===== src/rtl/dcr_pkg.sv =====
// constants, register map and state types for the converter result control
// assumes a 10 MHz core clock; every other file but the array model imports this package
package dcr_pkg;
  // result width and register pair width
  localparam int unsigned RES_W = 10;
  localparam int unsigned PAIR_W = 16;
  localparam int unsigned PAD_W = PAIR_W - RES_W;
  localparam int unsigned NUM_TIMERS = 4;
  // timing: core period and full conversion time, both in ns
  localparam int unsigned CLK_PERIOD_NS = 100;
  localparam int unsigned CONV_TIME_NS = 6500;
  localparam logic [3:0] ADC_CYCLES = 4'hd;
  localparam logic [3:0] DAC_CYCLES = 4'hb;
  // converter clock must not run faster than nominal, so round the divide up
  localparam int unsigned CONV_CLK_NS = CONV_TIME_NS / 13;
  localparam int unsigned CONV_DIV_I = (CONV_CLK_NS + CLK_PERIOD_NS - 1) / CLK_PERIOD_NS;
  localparam logic [3:0] CONV_DIV = 4'(CONV_DIV_I);
  // last converter cycle before the first bit decision
  localparam logic [3:0] ADC_FIRST = 4'h3;
  localparam logic [3:0] DAC_FIRST = 4'h1;
  localparam logic [9:0] MSB_MASK = 10'h200;
  // register byte addresses
  localparam logic [7:0] ADDR_CTRL = 8'h00;
  localparam logic [7:0] ADDR_INSEL = 8'h04;
  localparam logic [7:0] ADDR_DLO = 8'h08;
  localparam logic [7:0] ADDR_DHI = 8'h0c;
  localparam logic [7:0] ADDR_STAT = 8'h10;
  localparam logic [7:0] ADDR_MASK = 8'h14;
  // converter_control field positions
  localparam int unsigned CTRL_EN = 0;
  localparam int unsigned CTRL_GO = 1;
  localparam int unsigned CTRL_LEFT_ADJUST_SELECT = 2;
  localparam int unsigned CTRL_DAC = 3;
  localparam int unsigned CTRL_REF = 4;
  localparam int unsigned CTRL_TRG = 5;
  // input select field positions
  localparam int unsigned INSEL_DIFF = 3;
  localparam int unsigned INSEL_CON = 4;
  localparam logic [7:0] INSEL_WMASK = 8'h1f;
  // values after reset
  localparam logic [7:0] CTRL_RST = 8'h00;
  localparam logic [7:0] INSEL_RST = 8'h00;
  localparam logic [7:0] DATA_RST = 8'h00;
  localparam logic [9:0] RES_RST = 10'h000;
  // conversion sequencer states
  typedef enum logic {ST_IDLE, ST_RUN} dcr_sar_state_t;
endpackage


===== src/rtl/dcr_fmt.sv =====
// result formatter: 10-bit signed value to and from the 16-bit data pair
// purely combinational; the caller registers whatever leaves the block
`timescale 1ns/100ps
module dcr_fmt (
  // value, format select and written data pair
  input wire logic [dcr_pkg::RES_W-1:0] value,
  input wire logic left_adjust_select,
  input wire logic [dcr_pkg::PAIR_W-1:0] wr_pair,
  // formatted results
  output logic [dcr_pkg::PAIR_W-1:0] pair,
  output logic [dcr_pkg::RES_W-1:0] dac_value
);
  import dcr_pkg::*;

  // pack for reads, unpack software writes for the output path
  always_comb begin
    if (left_adjust_select) begin
      pair = {value, {PAD_W{1'b0}}};
      dac_value = wr_pair[PAIR_W-1:PAD_W];
    end else begin
      pair = {{PAD_W{value[RES_W-1]}}, value};
      dac_value = wr_pair[RES_W-1:0];
    end
  end
endmodule


===== src/rtl/dcr_sar.sv =====
// successive approximation sequencer shared by both conversion directions
// assumes conv_tick is a one-cycle enable at the converter rate, start is
// only honoured while idle, and cmp_sync is already synchronised
`timescale 1ns/100ps
module dcr_sar (
  // clock and reset
  input wire logic core_clk,
  input wire logic resetn,
  // control
  input wire logic conv_tick,
  input wire logic start,
  input wire logic dac_mode,
  input wire logic [dcr_pkg::RES_W-1:0] dac_value,
  input wire logic cmp_sync,
  // status and array drive
  output logic busy,
  output logic done,
  output logic [dcr_pkg::RES_W-1:0] result,
  output logic [dcr_pkg::RES_W-1:0] trial,
  output logic sample
);
  import dcr_pkg::*;

  dcr_sar_state_t state_q, state_d;
  logic [3:0] cyc_q, cyc_d; // converter cycles finished
  logic mode_q, mode_d; // direction latched at start
  logic [9:0] buf_q, buf_d; // output value, offset binary
  logic [9:0] code_q, code_d; // decided bits
  logic [9:0] mask_q, mask_d; // bit under test
  logic [9:0] trial_q, trial_d;
  logic [9:0] result_q, result_d;
  logic done_q, done_d;
  logic sample_q, sample_d;
  logic [3:0] nc, first, last;
  logic keep;

  // one engine, two directions: decision source, first decision cycle, length and sampling differ
  always_comb begin
    state_d = state_q;
    cyc_d = cyc_q;
    mode_d = mode_q;
    buf_d = buf_q;
    code_d = code_q;
    mask_d = mask_q;
    trial_d = trial_q;
    result_d = result_q;
    done_d = 1'b0;
    sample_d = 1'b0;
    nc = cyc_q + 4'h1;
    first = mode_q ? DAC_FIRST : ADC_FIRST;
    last = mode_q ? DAC_CYCLES : ADC_CYCLES;
    keep = mode_q ? |(buf_q & mask_q) : cmp_sync;
    case (state_q)
      ST_IDLE: begin
        if (start) begin
          state_d = ST_RUN;
          cyc_d = 4'h0;
          mode_d = dac_mode;
          // buffer taken in one core cycle, held for the whole conversion
          buf_d = {~dac_value[9], dac_value[8:0]};
          code_d = 10'h000;
          mask_d = MSB_MASK;
          trial_d = MSB_MASK;
        end
      end
      ST_RUN: begin
        if (conv_tick) begin
          cyc_d = nc;
          // hold capacitor tracks during the third cycle
          if (!mode_q && nc == ADC_FIRST) begin
            sample_d = 1'b1;
          end
          if (nc > first) begin
            code_d = keep ? (code_q | mask_q) : code_q;
            mask_d = mask_q >> 1;
            trial_d = code_d | mask_d;
          end
          // thirteen or eleven converter cycles, then flag and store
          if (nc == last) begin
            state_d = ST_IDLE;
            done_d = 1'b1;
            result_d = {~code_d[9], code_d[8:0]};
          end
        end
      end
      default: state_d = ST_IDLE;
    endcase
  end

  // registers only
  always_ff @(posedge core_clk or negedge resetn) begin
    if (!resetn) begin
      state_q <= ST_IDLE;
      cyc_q <= 4'h0;
      mode_q <= 1'b0;
      buf_q <= 10'h000;
      code_q <= 10'h000;
      mask_q <= 10'h000;
      trial_q <= 10'h000;
      result_q <= RES_RST;
      done_q <= 1'b0;
      sample_q <= 1'b0;
    end else begin
      state_q <= state_d;
      cyc_q <= cyc_d;
      mode_q <= mode_d;
      buf_q <= buf_d;
      code_q <= code_d;
      mask_q <= mask_d;
      trial_q <= trial_d;
      result_q <= result_d;
      done_q <= done_d;
      sample_q <= sample_d;
    end
  end

  assign busy = (state_q == ST_RUN);
  assign done = done_q;
  assign result = result_q;
  assign trial = trial_q;
  assign sample = sample_q;

  // helper: converter ticks seen since start, independent of cyc_q
  logic [4:0] hcnt_q;
  always_ff @(posedge core_clk or negedge resetn) begin
    if (!resetn) begin
      hcnt_q <= 5'h00;
    end else if (state_q == ST_IDLE) begin
      hcnt_q <= 5'h00;
    end else if (conv_tick) begin
      hcnt_q <= hcnt_q + 5'h01;
    end
  end
endmodule


===== src/rtl/dcr_top.sv =====
// converter result control: apb registers, trigger, pacing and interrupt
// assumes a 10 MHz core clock, timer overflow pulses on the same clock and
// an asynchronous comparator output from the analog array
//
// Contract
// - one mode at a time, shared sar
// - 10-bit result in two byte registers
// - results are signed two's complement
// - right adjust: sign fills upper six bits
// - left adjust: value high, six zeros
// - data readable in adc, writable in dac
// - full scale codes 01ffh/7fc0h, fe01h/8040h
// - eight single or four differential inputs
// - software single or timer started conversions
// - interrupt on conversion complete
// - conversion takes 6.5 us nominal
// - reference select sets result scale
// - go/busy starts, hardware clears at end
// - adc: 13 cycles, flag and result
// - dac: 11 cycles, flag at end
// - timer overflow starts, go/busy shows busy
//
// Register access over APB and the register offsets are this design's own decisions.
`timescale 1ns/100ps
module dcr_top (
  // clock and reset
  input wire logic core_clk,
  input wire logic resetn,
  // apb slave
  input wire logic [7:0] paddr,
  input wire logic psel,
  input wire logic penable,
  input wire logic pwrite,
  input wire logic [31:0] pwdata,
  output logic [31:0] prdata,
  output logic pready,
  output logic pslverr,
  // timer overflow pulses
  input wire logic [dcr_pkg::NUM_TIMERS-1:0] timer_ovf,
  // analog array
  input wire logic cmp_in,
  output logic converter_enable,
  output logic dac_mode,
  output logic ref_select,
  output logic [2:0] mux_channel,
  output logic mux_differential,
  output logic mux_connect,
  output logic [dcr_pkg::RES_W-1:0] sar_trial,
  output logic sample_hold,
  // interrupt
  output logic irq
);
  import dcr_pkg::*;

  // software visible state
  logic [7:0] ctrl_q, ctrl_d; // converter_control, go bit not stored
  logic [7:0] insel_q, insel_d; // channel, differential, connect
  logic [7:0] dlo_q, dlo_d; // dac value low byte
  logic [7:0] dhi_q, dhi_d; // dac value high byte
  logic [9:0] result_q, result_d; // last adc result
  logic done_flag_q, done_flag_d; // conversion_done_flag, sticky
  logic mask_q, mask_d;
  // bus answer
  logic [31:0] prdata_q, prdata_d;
  logic pready_q, pready_d;
  logic pslverr_q, pslverr_d;
  logic irq_q, irq_d;
  // pacing and synchroniser
  logic [3:0] div_q, div_d;
  logic cmp_meta_q, cmp_sync_q;
  // internal strobes
  logic acc, wr, setup;
  logic mapped;
  logic sw_go, trig_hit, start, tick;
  logic [2:0] trigger_source_select;
  logic sar_busy, sar_done;
  logic [9:0] sar_result, fmt_dac;
  logic [15:0] fmt_pair;

  // formatting is shared by reads and by dac writes
  dcr_fmt u_fmt (
    .value(result_q),
    .left_adjust_select(ctrl_q[CTRL_LEFT_ADJUST_SELECT]),
    .wr_pair({dhi_q, dlo_q}),
    .pair(fmt_pair),
    .dac_value(fmt_dac)
  );

  dcr_sar u_sar (
    .core_clk(core_clk),
    .resetn(resetn),
    .conv_tick(tick),
    .start(start),
    .dac_mode(ctrl_q[CTRL_DAC]),
    .dac_value(fmt_dac),
    .cmp_sync(cmp_sync_q),
    .busy(sar_busy),
    .done(sar_done),
    .result(sar_result),
    .trial(sar_trial),
    .sample(sample_hold)
  );

  // comparator arrives from the analog side: two flops before any use
  always_ff @(posedge core_clk or negedge resetn) begin
    if (!resetn) begin
      cmp_meta_q <= 1'b0;
      cmp_sync_q <= 1'b0;
    end else begin
      cmp_meta_q <= cmp_in;
      cmp_sync_q <= cmp_meta_q;
    end
  end

  // converter clock enable; free running while enabled
  always_comb begin
    tick = ctrl_q[CTRL_EN] && (div_q == CONV_DIV - 4'h1);
    if (!ctrl_q[CTRL_EN] || tick) begin
      div_d = 4'h0;
    end else begin
      div_d = div_q + 4'h1;
    end
  end

  always_ff @(posedge core_clk or negedge resetn) begin
    if (!resetn) begin
      div_q <= 4'h0;
    end else begin
      div_q <= div_d;
    end
  end

  // start sources; a request while busy is dropped
  always_comb begin
    trigger_source_select = ctrl_q[CTRL_TRG +: 3];
    trig_hit = 1'b0;
    for (int i = 0; i < NUM_TIMERS; i++) begin
      if (trigger_source_select == 3'(i + 1) && timer_ovf[i]) begin
        trig_hit = 1'b1;
      end
    end
    sw_go = wr && paddr == ADDR_CTRL && pwdata[CTRL_GO] && pwdata[CTRL_EN];
    start = !sar_busy && (sw_go || (trig_hit && ctrl_q[CTRL_EN]));
  end

  // bus phases: answer one cycle into the access phase
  always_comb begin
    setup = psel && penable && !pready_q;
    acc = psel && penable && pready_q;
    wr = acc && pwrite;
    case (paddr)
      ADDR_CTRL, ADDR_INSEL, ADDR_DLO, ADDR_DHI, ADDR_STAT, ADDR_MASK: mapped = 1'b1;
      default: mapped = 1'b0;
    endcase
  end

  // register writes, status set and clear
  always_comb begin
    ctrl_d = ctrl_q;
    insel_d = insel_q;
    dlo_d = dlo_q;
    dhi_d = dhi_q;
    mask_d = mask_q;
    result_d = result_q;
    if (wr) begin
      case (paddr)
        ADDR_CTRL: ctrl_d = pwdata[7:0] & ~(8'h01 << CTRL_GO);
        ADDR_INSEL: insel_d = pwdata[7:0] & INSEL_WMASK;
        // data pair only takes writes while driving the output
        ADDR_DLO: begin
          if (ctrl_q[CTRL_DAC]) begin
            dlo_d = pwdata[7:0];
          end
        end
        ADDR_DHI: begin
          if (ctrl_q[CTRL_DAC]) begin
            dhi_d = pwdata[7:0];
          end
        end
        ADDR_MASK: mask_d = pwdata[0];
        default: ;
      endcase
    end
    // the adc result stands until the next adc conversion ends
    if (sar_done && !ctrl_q[CTRL_DAC]) begin
      result_d = sar_result;
    end
    // a completion in the clearing cycle survives the clear
    done_flag_d = sar_done || (done_flag_q && !(wr && paddr == ADDR_STAT && pwdata[0]));
    irq_d = done_flag_q && mask_q;
  end

  // read data and answer
  always_comb begin
    prdata_d = prdata_q;
    pready_d = setup;
    pslverr_d = 1'b0;
    if (setup) begin
      prdata_d = 32'h0000_0000;
      pslverr_d = !mapped;
      if (!pwrite) begin
        case (paddr)
          ADDR_CTRL: prdata_d = {24'h000000, ctrl_q[7:2], sar_busy, ctrl_q[0]};
          ADDR_INSEL: prdata_d = {24'h000000, insel_q};
          // in dac mode the pair is write only and reads as zero
          ADDR_DLO: begin
            if (!ctrl_q[CTRL_DAC]) begin
              prdata_d = {24'h000000, fmt_pair[7:0]};
            end
          end
          ADDR_DHI: begin
            if (!ctrl_q[CTRL_DAC]) begin
              prdata_d = {24'h000000, fmt_pair[15:8]};
            end
          end
          ADDR_STAT: prdata_d = {31'h00000000, done_flag_q};
          ADDR_MASK: prdata_d = {31'h00000000, mask_q};
          default: prdata_d = 32'h0000_0000;
        endcase
      end
    end
  end

  // register bank; everything resets to constants
  always_ff @(posedge core_clk or negedge resetn) begin
    if (!resetn) begin
      ctrl_q <= CTRL_RST;
      insel_q <= INSEL_RST;
      dlo_q <= DATA_RST;
      dhi_q <= DATA_RST;
      result_q <= RES_RST;
      done_flag_q <= 1'b0;
      mask_q <= 1'b0;
      prdata_q <= 32'h0000_0000;
      pready_q <= 1'b0;
      pslverr_q <= 1'b0;
      irq_q <= 1'b0;
    end else begin
      ctrl_q <= ctrl_d;
      insel_q <= insel_d;
      dlo_q <= dlo_d;
      dhi_q <= dhi_d;
      result_q <= result_d;
      done_flag_q <= done_flag_d;
      mask_q <= mask_d;
      prdata_q <= prdata_d;
      pready_q <= pready_d;
      pslverr_q <= pslverr_d;
      irq_q <= irq_d;
    end
  end

  // outputs straight from flops
  assign prdata = prdata_q;
  assign pready = pready_q;
  assign pslverr = pslverr_q;
  assign irq = irq_q;
  assign converter_enable = ctrl_q[CTRL_EN];
  assign dac_mode = ctrl_q[CTRL_DAC];
  assign ref_select = ctrl_q[CTRL_REF];
  assign mux_channel = insel_q[2:0];
  assign mux_differential = insel_q[INSEL_DIFF];
  assign mux_connect = insel_q[INSEL_CON];
endmodule


===== config.mk =====
export PLATFORM = sky130hd
export DESIGN_NAME = dcr_top
export DESIGN_NICKNAME = d
export VERILOG_FILES = /design/src/rtl/dcr_pkg.sv /design/src/rtl/dcr_fmt.sv /design/src/rtl/dcr_sar.sv /design/src/rtl/dcr_top.sv
export SDC_FILE = /design/constraint.sdc
export NUM_CORES = 1
export LEC_CHECK = 0
export ABC_AREA = 1
export BUFFER_PORTS_ARGS = -buffer_cell sky130_fd_sc_hd__buf_4
export CAP_MARGIN = 30
export CORE_ASPECT_RATIO = 0.75
export CORE_MARGIN = 2
export CORE_UTILIZATION = 45
export CTS_BUF_LIST = sky130_fd_sc_hd__clkbuf_4 sky130_fd_sc_hd__clkbuf_8
export DETAILED_ROUTE_END_ITERATION = 8
export PLACE_DENSITY = 0.69
export RECOVER_POWER = 25
export SLEW_MARGIN = 40
export SYNTH_ARGS = -nofsm -noshare
export SYNTH_HDL_FRONTEND = slang
export SYNTH_HIERARCHICAL = 1
export SYNTH_SLANG_ARGS = --single-unit

===== constraint.sdc =====
create_clock -name core_clk -period 4.2 [get_ports core_clk]
set_clock_uncertainty 0.1 [all_clocks]
set_input_delay 0.42 -clock core_clk [delete_from_list [all_inputs] [get_ports core_clk]]
set_output_delay 0.42 -clock core_clk [all_outputs]
set_load 0.01 [all_outputs]

==> results.txt, run 1 <==
The critical path class was reg -> reg. Fraction of final layout cells with drive strength greater than 1: 18.95%. The tools report the start point of the critical path as div_q[0]. The area growth from synthesis to layout came out at 15.09%. Number of pins with negative max-slew slack in the final report: 0. TritonCTS built the clock tree. At the worst endpoint, the required time is 4.42 ns.

After detailed routing, the average wire length per cell comes to 13.62 um. The detailed router finished its first iteration with 366 violations. The worst register-to-register path ends at u_sar/trial[0]. After synthesis, the mean cell area works out to 8.211 um2.

In this run the standard cell core region covers 12,970 um2. The final count of negative-setup-slack endpoints is 0. For this run, the post-layout net count is 838. The run gives 4,346 as the via count of the first global-routing pass. Counting the buffers created by CTS gives 17. At the end of routability-driven placement, the weighted congestion stood at 0.8301.

The first-pass GRT wire length came out at 21,680 um. After synthesis, the largest family of logic cells by area is simple AND/OR/NAND/NOR gates. The setup check on the worst reg-to-reg path leaves a slack of 1.54 ns. The share of synthesized area spent on multiplexers was 1.892%; the number of clock sinks was 115.

The global-route congestion overflow total was 0. The static leakage was 3.515 nW. The logs give 6 for the first-pass iteration count of the detailed router and 45.89% for the starting density of the core. After legalization and detailed placement, the total HPWL measured 9359 um. The number of synthesized register bits is 115.

The final critical-path share of the clock period came out at 63.24%. The synthesized netlist devotes 0.1471% of its cell area to XOR and XNOR gates. The tools report the final-report hold violation count as 0. In this run the post-CTS setup repair buffer count came out at 0.

The tools report the capturing element type of the critical path as a flop. For this design the top-level I/O count stands at 104. The post-layout minimum cycle time was 2.656 ns; the total negative slack for setup checks was 0 ns. The count of inserted antenna diode cells is 0. Summing the sequential cell areas from Yosys gives 48.34% of the chip area. Data arrives at the worst endpoint at 2.87 ns. The H-tree generated during clock tree synthesis spans 4 levels. Detailed-route DRC error count: 0. The cts-stage hold buffer count is 2.

The post-route non-filler standard cell count was 968. The simple-gate area share of the yosys netlist came out at 30.10%. The cell area after technology mapping was 5953 um2. In this run the remaining antenna-violating nets after routing total 0. In this run the horizontal extent of the chip is 136.8 um. Entering global routing, the biggest net connects 64 pins. The clock insertion delay at the later pin of the skew report was 0.43 ns; the number of warning messages in the yosys log was 6. CTS clock-pin slew for the worst setup and hold paths: 0.07 ns. Using the TritonRoute via totals, the vias-per-cell ratio works out to 4.883. The tool flagged a number of max-cap violations equal to 0.

The share of the synthesized area in compound gates (AO/OA/AOI/OAI) came out at 7.335%. Across the VDD grid, the largest voltage drop is 0.1962 mV. After clock tree synthesis, the repair step resized 0 gates. For the final total power, the log shows 0.002478 W.

The logs give 14,170 um2 for the die outline area and 934 for the count of placed standard cells including taps. The category of the worst setup path launch point was a flop. Input and output buffers added on the ports amount to 55. The worst pin sits at a relative slew slack of 59.87%. The transition time of the tightest slew-check pin is 0.6020 ns. Global routing used 19.61% of the available tracks across all layers. The tools report the capture point of the critical path as u_sar/trial[0].

Of all nets on the critical path, the largest fanout is 12. Buffer depth of the longest clock path: 2. The count of cell types in the netlist is 40. Type of the worst min-delay path: in -> reg. The routed layout has 4,727 vias. Height of the die: 103.6 um. For the worst flop-to-flop path, the logic depth is 11. The flow ran to the end, and the final reports show no timing, DRC or antenna violations.

The CTS root buffer is sky130_fd_sc_hd__clkbuf_8. The routed design has 13,190 um of wire. The number of antenna violations at the first check in global routing is 0. Power spread over the standard cell area amounts to 361.6 nW/um2. Setup repair after global routing left no endpoint under its margin. The tools report the startpoint of the lowest-slack register-to-register path as div_q[0].

For this run, the top clock speed supported by timing is 376.5 MHz. Post-synthesis share of cell area spent on full adders, half adders and majority gates: 0.8407%. In the synthesized netlist, the number of instances is 725.

The logs give 1,248 for the number of inserted filler cells in the final layout and 36 for the count of standard-cell rows.
-- per-stage QoR --
step           instance area, um2  hold slack, ns  utilization [%]  setup slack (ns)
2_1_floorplan                6040         0.02441                -             2.261
3_5_place_dp                 6329          0.2378            48.78             1.582
5_1_grt                      6852          0.1535            52.82             1.328
3_3_place_gp                 6329          0.2368            48.78             1.598
4_1_cts                      6850          0.1339            52.81             1.557
6_report                     6852          0.1520            52.82             1.544
-- cell usage in the layout, fill, tap and decap left out, types with 2 or more instances in the layout --
cell,Yosys,routed
sky130_fd_sc_hd__a21oi_1,4,4
sky130_fd_sc_hd__buf_4,26,58
sky130_fd_sc_hd__bufinv_16,0,6
sky130_fd_sc_hd__clkbuf_8,0,20
sky130_fd_sc_hd__clkinvlp_4,0,5
sky130_fd_sc_hd__conb_1,1,24
sky130_fd_sc_hd__dfrtp_1,115,115
sky130_fd_sc_hd__dlygate4sd3_1,0,2
sky130_fd_sc_hd__ha_1,4,4
sky130_fd_sc_hd__inv_1,69,69
sky130_fd_sc_hd__inv_2,3,3
sky130_fd_sc_hd__inv_4,2,2
sky130_fd_sc_hd__mux2_2,10,10
sky130_fd_sc_hd__nand2_1,270,270
sky130_fd_sc_hd__nand2_2,7,7
sky130_fd_sc_hd__nand2_4,2,2
sky130_fd_sc_hd__nand3_1,40,40
sky130_fd_sc_hd__nand3_2,12,12
sky130_fd_sc_hd__nand3_4,2,2
sky130_fd_sc_hd__nand3b_1,5,5
sky130_fd_sc_hd__nand4_1,10,10
sky130_fd_sc_hd__nor2_1,39,40
sky130_fd_sc_hd__nor2_2,3,2
sky130_fd_sc_hd__nor2_4,6,6
sky130_fd_sc_hd__o21ai_0,21,21
sky130_fd_sc_hd__o21ai_1,27,27
sky130_fd_sc_hd__o21ai_2,6,6
sky130_fd_sc_hd__o21bai_1,2,2
sky130_fd_sc_hd__o22ai_1,9,9
sky130_fd_sc_hd__o22ai_2,2,2
-- flip-flops by register name, summed over array words and instances (netlist names), 4 cells and up --
signal and cells:
u_sar/mask_q 10, prdata 8, dhi_q 8, dlo_q 8, result_q 10, u_sar/trial 10, div_q 4, u_sar/buf_q 10
u_sar/code_q 10, ctrl_q 7, u_sar/result 10, insel_q 5, u_sar/cyc_q 4
-- metal layers --
layer	wire length (um)	global-route usage [%]	vias to the layer above	part of all wire, %
li1	-	-	2357	-
met1	6651	30.39	2260	50
met2	5754	27.46	95	44
met3	608	4.258	15	4.6
met4	173	5.523	0	1.3
met5	0	0	-	0
-- cell usage after synthesis (all sizes together) --
cell type  number  area (um2)
buf            41       360.4
mux2           10       112.6
o22ai          11       81.32
xnor2           1       8.760
clkbuf          4       15.01
inv            75       291.5
nor2           48       232.7
nand2         279        1080
nand4          11       75.07
o21a            1       7.510
a21oi           5       28.78
o21bai          2       15.01
conb            1       3.750
or2             1       6.260
o2111a          1       11.26
o21ai          54       292.8
nand3          54       355.3
ha              4       50.05
dfrtp         115        2878
nand3b          5       37.54
nor3            1       5.000
clkinv          1       5.000
-- worst max-delay path, stage by stage, from the launching register on --
cell and delay, ns:
sky130_fd_sc_hd__dfrtp_1 0.41, sky130_fd_sc_hd__inv_1 0.07, sky130_fd_sc_hd__ha_1 0.14, sky130_fd_sc_hd__nand3_1 0.10
sky130_fd_sc_hd__nor2_1 0.16, sky130_fd_sc_hd__nand2_1 0.18, sky130_fd_sc_hd__inv_1 0.40, sky130_fd_sc_hd__nand2_2 0.29
sky130_fd_sc_hd__nand2_2 0.31, sky130_fd_sc_hd__clkinv_2 0.22, sky130_fd_sc_hd__nand2_1 0.11, sky130_fd_sc_hd__nand2_1 0.05
-- power breakdown --
| part | switching (W) | total (W) | internal [W] |
|---|---|---|---|
| clock network | 0.000464 | 0.00128 | 0.000815 |
| registers | 0.00000215 | 0.00111 | 0.00111 |
| logic | 0.0000603 | 0.0000863 | 0.0000259 |
| total | 0.000527 | 0.00248 | 0.00195 |
-- logic make-up after synthesis --
family / count (synthesis)
compound gates: 74
xor+xnor: 1
buf+inv: 121
other cells: 1
fa+ha+maj: 4
flops: 115
mux: 10
simple gates: 399
-- how the worst min path moves through the flow --
stage | end | from | slack (ns) | depth (start not counted)
floorplan | cmp_meta_q | resetn | 0.02 | 0
global placement | cmp_sync_q | cmp_meta_q | 0.24 | 0
detailed placement | cmp_sync_q | cmp_meta_q | 0.24 | 0
CTS | mask_q | pwdata[0] | 0.13 | 3
global route | mask_q | pwdata[0] | 0.15 | 3
finish | mask_q | pwdata[0] | 0.15 | 3
-- layout make-up --
class / count / area [um2] / area share, %
Clock buffer: 20 / 275.3 / 4.018
Sequential cell: 115 / 2878 / 42.00
Tap cell: 171 / 214.0 / 3.123
Inverter: 76 / 296.5 / 4.328
Timing Repair Buffer: 62 / 474.2 / 6.921
Clock inverter: 12 / 226.5 / 3.305
Multi-Input combinational cell: 512 / 2487 / 36.30
Note: power is estimated with default switching activity, not from simulation.
==> run 2, diff against run 1 <==
ABC_AREA = 0   (was 1)
PLACE_DENSITY = 0.72   (was 0.69)
clock period = 2.2 ns   (was 4.2 ns; I/O delays follow)
==> results.txt, run 2 <==
The flow ran to the end, and the final reports show no timing, DRC or antenna violations. Buffers placed on the I/O ports in this run total 55. The first global-routing pass estimated 19,790 um of wire. The detailed router placed 4,103 vias in this run.

The logs give 0 ns for the total negative slack for setup checks and 4.324% for the routing usage on met3. Setup violations remaining at the end of the flow were counted as 0. The clock buffer count from CTS was 17; the data arrival at the endpoint of the critical path was 2.34 ns. The static leakage is 3.472 nW. 0 antenna diodes ended up in the layout. The total detailed-routing wirelength came out at 12,570 um.

For this run, design rule violations remaining after detail routing come to 0. The tools report the number of warning messages in the yosys log as 6. Counting I/O delays and the setup requirement, the final critical path takes 2.137 ns. Relative to the synthesized area, the layout overhead comes to 24.14%. Of all flip-flops after synthesis, the portion carrying an async set or reset was 100.0%. At the pin with the least slew margin, the transition time is 1.311 ns.

The worst setup path is captured at a flop. With fillers left out, the area of the finished cells amounts to 6980 um2. Core area: 12,220 um2. Counting the fill cells in the layout gives 990. Peak-usage layer in the global routing report: met2. The sequential power share came out at 45.2%.

The critical path class is reg -> reg. Global routing finished with a remaining overflow of 0. The floorplan step set the die height to 100.8 um. The most common cell in the synthesized netlist is sky130_fd_sc_hd__dfrtp_1. TritonCTS built the clock tree.

The cell family contributing the most delay on the critical path is flip-flops. The detailed router finished its first iteration with 339 violations. The per-instance average area after synthesis is 11.41 um2, and the required time at the worst-slack endpoint is 2.41 ns. For the count of standard-cell rows, the log shows 35. The internal power contribution was 0.003670 W; the die outline area was 13,410 um2. After clock tree synthesis, the clock-pin slew on the worst setup and hold paths is 0.07 ns. Primary flip-flop cell chosen by synthesis mapping: sky130_fd_sc_hd__dfrtp_1. STA classifies the critical path startpoint as a flop. For the first-pass iteration count of the detailed router, the log shows 5. Of all nets on the critical path, the largest fanout is 7. For this run, the total global-route usage over all layers was measured as 19.03%. The die is 133.1 um wide.

Traced cell by cell, the critical path runs through ha_2 -> xor2_1 -> mux2i_1 -> nor4b_4 -> buf_4 -> mux2_2. The tools report the buffer depth of the longest clock path as 2. The combined buffer and inverter count along the critical path is 1. For this design the ratio of total power to cell area is 672.9 nW/um2.

The run gives 0 as the number of pins with negative max-slew slack in the final report. The synthesized netlist occupies a cell area of 5623 um2. The tools report the number of antenna violations at the first check in global routing as 0. The pin count of the biggest net entering global routing is 66. The run gives 25.84% as the met1 capacity usage during global routing. At the end of routability-driven placement, the weighted congestion stood at 0.8533.

The number of clock sinks is 115. The library cells used most frequently in the layout, excluding fill and tap cells, are sky130_fd_sc_hd__dfrtp_1 (115), sky130_fd_sc_hd__buf_4 (83), sky130_fd_sc_hd__mux2_2 (55). The number of enable-type register cells in the synthesized netlist was 0; the fraction of final layout cells with drive strength greater than 1 was 36.50%.

The area fraction of the dominant cell type after synthesis came out at 51.18%. Critical path's largest stage delay: 0.49 ns. The post-DP HPWL is 8758 um.

The synthesized design contains 115 register bits. The logs give 0.43 ns for the clock insertion delay at the later pin of the skew report and 3,978 for the via count of the first global-routing pass. Summed over all nets, the switching power comes to 0.001027 W. The tool flagged a number of max-cap violations equal to 0.

The average wire per cell in the routed design came out at 16.41 um. The number of vias per cell was 5.356. After technology mapping, the gate count stands at 493. Clock tree synthesis selected as its root buffer the cell sky130_fd_sc_hd__clkbuf_8. In the post-synthesis netlist, the biggest area contributors are sky130_fd_sc_hd__dfrtp_1 (51%), sky130_fd_sc_hd__mux2_2 (11%), sky130_fd_sc_hd__buf_4 (3.7%). Of the total power, combinational logic draws 4.3%.

The final-report hold violation count was 0. In this run the worst hold path is classified as in -> reg. The tools report the fmax as 468.0 MHz. The switching power share of the total is 21.87%. In the global route stage, met2 resource usage came out at 30.33%. The slowest stage of the critical path belongs to the cell sky130_fd_sc_hd__dfrtp_1.

The max-slew headroom at the worst pin came out at 12.60%. The portion of total power attributed to the clock network is 50.5%. Of the available clock period, the critical path in the final layout requires 97.12%.

After the last flow step, the layout net total stands at 641. Starting density of the core: 46.02%. Number of H-tree branching levels: 4. Most frequent standard cell in the layout excluding fill and tap cells: sky130_fd_sc_hd__dfrtp_1. After synthesis, the netlist uses 52 different library cells. The sequential cell area fraction in the yosys report was 51.18%. By count the netlist is led by sky130_fd_sc_hd__dfrtp_1 (115), sky130_fd_sc_hd__mux2_2 (55), sky130_fd_sc_hd__nand2_1 (44).

The total cell area at the placement stage came out at 6265 um2. The number of nets with antenna violations after detailed routing came out at 0. VDD sags by at most 0.6124 mV. Of all cell types, the one taking the most synthesized area is sky130_fd_sc_hd__dfrtp_1.

The number of primary I/O pins came out at 104.
==> run 2: cell count changes in the layout (fill, tap and decap cells not counted), sizes merged, moves of 7 or more <==
cell         change
o22ai            -7
a22o             +9
nor2            -18
a21oi           +21
dlygate4sd3      +9
mux2i           +15
a31oi           +19
nor2b           +12
nand3           -43
inv             -63
o21ai           -32
nand2          -234
mux2            +59
buf             +28
==> run 2: worst paths after layout <==
check | start | endpoint | slack (ns) | depth (start not counted)
worst max-delay path | u_sar/cyc_q[1] | u_sar/result[9] | 0.06 | 6
worst min-delay path | paddr[4] | pslverr | 0.03 | 3
worst max register to register | u_sar/cyc_q[1] | u_sar/result[9] | 0.06 | 6
worst min register to register | cmp_meta_q | cmp_sync_q | 0.25 | 0
max in group asynchronous | resetn | irq | 0.44 | 3
min in group asynchronous | resetn | u_sar/trial[0] | 0.51 | 2
==> run 2: cell type report <==
| class | instances | area (um2) | share of cell area (%) |
|---|---|---|---|
| inverter | 10 | 37.54 | 0.5377 |
| multi-input combinational | 341 | 2542 | 36.42 |
| clock buffer | 17 | 234.0 | 3.352 |
| tap | 166 | 207.7 | 2.975 |
| sequential | 115 | 2878 | 41.23 |
| clock inverter | 15 | 254.0 | 3.639 |
| timing repair buffer | 102 | 827.0 | 11.85 |
==> run 2: repair_timing <==
item	4_1_cts	5_1_grt
pin swaps	1	3
endpoints found under the setup margin	24	37
endpoints found under the hold margin	117	0
gates resized for setup	3	16
hold buffers	11	0
setup buffers	0	4
gates cloned	0	2
==> run 2: power by group through the flow <==
stage                logic, W  clock network (W)  registers [W]
CTS                  0.000200            0.00242        0.00212
finish               0.000200            0.00237        0.00212
global placement     0.000181                  0        0.00216
detailed placement   0.000184                  0        0.00216
floorplan           0.0000975                  0        0.00216
global route         0.000222            0.00252        0.00212
==> run 2: stage by stage <==
stage          hold WS [ns]  std cells  worst slack, ns  util (%)  power [W]
6_report            0.03113        766          0.06338     57.13   0.004697
5_1_grt             0.04106        766         -0.03076     57.13   0.004860
4_1_cts            0.005807        760         0.002368     56.25   0.004739
3_5_place_dp        0.03819        717         -0.09945     51.28   0.002347
3_3_place_gp        0.03640        717         -0.08778     51.28   0.002344
2_1_floorplan       -0.1756        516          -0.2028         -   0.002262
==> run 2: layer usage <==
layer / vias up / share of wire [%]
met1: 2084 / 47
met3: 12 / 4.7
met2: 94 / 48
met5: - / 0
met4: 0 / 1.0
li1: 1913 / -
==> run 2: logic make-up (layout without fill, tap and decap cells) <==
group,after synthesis,after routing,share of synthesized area (%)
buffers and inverters,61,144,6.765
flip-flops,115,115,51.18
other,1,24,0.06669
multiplexers,85,85,17.82
XOR/XNOR,2,2,0.3116
AO/OA/AOI/OAI,98,98,11.46
AND/OR/NAND/NOR,127,128,11.50
adder cells (fa/ha/maj),4,4,0.8901
==> run 2: tightest hold or removal path: cells and delay by family <==
| family | cells | cell delay [ns] |
|---|---|---|
| buf+inv | 1 | 0.13 |
| simple gates | 1 | 0.08 |
| compound gates | 1 | 0.08 |
==> run 3, diff against run 2 <==
CELL_PAD_IN_SITES_DETAIL_PLACEMENT = 0   (was unset)
CELL_PAD_IN_SITES_GLOBAL_PLACEMENT = 1   (was unset)
CORE_UTILIZATION = 41   (was 45)
PLACE_DENSITY = 0.81   (was 0.72)
SLEW_MARGIN = unset   (was 40)
==> results.txt, run 3 (synthesized netlist as in run 2, its figures left out) <==
The final cell area excluding filler cells was 6894 um2; the die outline area was 14,680 um2. After clock tree synthesis, the clock-pin slew on the worst setup and hold paths is 0.08 ns. Total cell area at the placement stage: 6304 um2. The capturing element type of the critical path was a flop. For met2 alone, demand over resource in global routing was 27.42%. The net switching component of the power was 0.001049 W; the count of inserted antenna diode cells was 0. Most frequent standard cell in the layout excluding fill and tap cells: sky130_fd_sc_hd__dfrtp_1. Number of clock sinks: 115. Fraction of final layout cells with drive strength greater than 1: 36.00%. For the routing usage on met3, the log shows 4.044%. The H-tree was split into 4 levels.

The logs give 3,967 for the via count of the first global-routing pass and 63 for the pin count of the biggest net entering global routing. In the layout the commonest cells are sky130_fd_sc_hd__dfrtp_1 (115), sky130_fd_sc_hd__buf_4 (84), sky130_fd_sc_hd__mux2_2 (55). The number of pins with negative max-slew slack in the final report is 0.

The run finished with clean final reports. The number of vias per cell was 5.205. The logs give 0 for the number of nets with antenna violations after detailed routing and 0.4350 mV for the maximum vdd drop. For the number of antenna violations at the first check in global routing, the log shows 0. In the routed design, unresolved DRC markers number 0. For this block, the initial DRC count from the detailed router was 271.

Category of the worst setup path launch point: a flop. From synthesis to final layout, the design area changed by 22.61%. The logs give 37 for the count of standard-cell rows and 48.4% for the sequential power share. The critical path goes through inv_1 -> ha_2 -> nor2b_4 -> and3_4 -> nand2_4 -> nor4b_4 -> mux2_2. Per report_power, the combinational group accounts for 4.5% of the total. For this design the static power due to leakage is 3.435 nW. The die is 105.4 um tall.

The logs give 2.35 ns for the data arrival at the endpoint of the critical path and 0.02870 ns for the tightest hold margin. Portion of total power attributed to the clock network: 47.1%. Based on the critical path, the design can be clocked at up to 468.3 MHz. The logs give 0.8422 for the final weighted congestion of routability-driven global placement and 0 for the global-route congestion overflow total. The total negative slack for setup checks was 0 ns.

Peak-usage layer in the global routing report: met2. Of all nets on the critical path, the largest fanout is 4. The post-DP HPWL was 8978 um; the first-pass GRT wire length was 20,500 um.

Before antenna repair, the detailed router went through 4 iterations. Final count of negative-setup-slack endpoints: 0. The slowest stage of the critical path is the sky130_fd_sc_hd__nor4b_4 cell. The cell sitting at the root of the clock tree is a sky130_fd_sc_hd__clkbuf_8.

The transition time of the tightest slew-check pin was 0.8438 ns. Grouping stages by cell kind, the critical path spends the most delay in simple AND/OR/NAND/NOR gates. After layout, the design draws a total of 0.004388 W.

The overall global routing resource usage is 17.84%, and the average wire per cell in the routed design is 16.55 um. The final critical-path share of the clock period works out to 97.07%. The tools report the final-report hold violation count as 0. TritonCTS built the clock tree. The clock passes through at most 2 buffers.

Once layout is complete, the cells apart from fillers number 775. The combined buffer and inverter count along the critical path was 1; the max-slew headroom at the worst pin was 43.75%. For this block, the routed nets add up to 12,820 um of wire. The tool flagged a number of max-cap violations equal to 0. The critical path's largest stage delay was 0.46 ns. In this run the horizontal extent of the chip is 139.2 um. Pin placement for this block handled 104 I/O pins. The critical path class was reg -> reg.

The final route contains 4,034 vias. The power density over the cells was 636.4 nW/um2; the required time at the worst-slack endpoint was 2.41 ns. The count of placed standard cells including taps is 728, and the clock insertion delay at the later pin of the skew report is 0.43 ns.

The filler cells instantiated in the layout total 1,213. The number of nets in the layout was 641; the post-layout minimum cycle time was 2.136 ns. Global routing used 25.22% of the available met1 tracks. The run gives 0.003339 W as the internal power contribution. The initial utilization of the core area, before any placement, comes to 41.45%. The clock buffer count from CTS was 17. The floorplan step defined a core boundary enclosing 13,560 um2. Net switching is 23.91% of the power.

The min-delay analysis places its worst path in the category in -> reg. Buffers placed on the I/O ports in this run total 55.
run 3: power groups by stage:
| stage | registers, W | clock network (W) | logic, W |
|---|---|---|---|
| 2_1_floorplan | 0.00216 | 0 | 0.0000975 |
| 3_3_place_gp | 0.00216 | 0 | 0.000182 |
| 3_5_place_dp | 0.00216 | 0 | 0.000187 |
| 4_1_cts | 0.00212 | 0.00211 | 0.000205 |
| 5_1_grt | 0.00212 | 0.00223 | 0.000221 |
| 6_report | 0.00212 | 0.00207 | 0.000199 |
run 3: per-layer routing:
layer  up-vias  wire length [um]
li1       1900                 -
met1      2018              6155
met2       107              6000
met3         9               572
met4         0                95
met5         -                 0
run 3: what timing repair did:
item / CTS / global route
gates resized for setup: 1 / 13
buffers inserted: 0 / 1
hold buffers: 12 / 0
setup endpoints to repair: 1 / 20
pin swaps: 0 / 3
hold endpoints to repair: 53 / 0
gates cloned: 0 / 2
run 3: worst reg2reg max path, stage by stage, from the launching register on:
cell	delay [ns]
sky130_fd_sc_hd__dfrtp_1	0.40
sky130_fd_sc_hd__inv_1	0.08
sky130_fd_sc_hd__ha_2	0.18
sky130_fd_sc_hd__nor2b_4	0.14
sky130_fd_sc_hd__and3_4	0.21
sky130_fd_sc_hd__nand2_4	0.07
sky130_fd_sc_hd__nor4b_4	0.46
sky130_fd_sc_hd__mux2_2	0.38
run 3: path summary, 6_finish.rpt:
check / startpoint / endpoint / slack (ns) / cells past startpoint
setup / recovery: div_q[0] / u_sar/result[9] / 0.06 / 7
max in group asynchronous: resetn / u_sar/buf_q[0] / 0.66 / 3
min in group asynchronous: resetn / u_sar/trial[0] / 0.14 / 2
setup reg to reg: div_q[0] / u_sar/result[9] / 0.06 / 7
hold reg to reg: cmp_meta_q / cmp_sync_q / 0.25 / 0
hold / removal: paddr[3] / pslverr / 0.03 / 3
run 3: layout make-up:
cell class | count | area (um2) | share of cell area, %
Multi-Input combinational cell | 341 | 2517 | 36.52
Timing Repair Buffer | 102 | 820.8 | 11.91
Clock buffer | 18 | 241.5 | 3.503
Clock inverter | 14 | 180.2 | 2.613
Tap cell | 175 | 219.0 | 3.176
Inverter | 10 | 37.54 | 0.5445
Sequential cell | 115 | 2878 | 41.74
run 3: through the flow:
stage,utilization [%],setup slack (ns)
detailed placement,46.47,-0.1425
global placement,46.47,-0.08102
finish,50.83,0.06444
global route,50.83,-0.01160
CTS,50.51,0.004287
floorplan,-,-0.2028
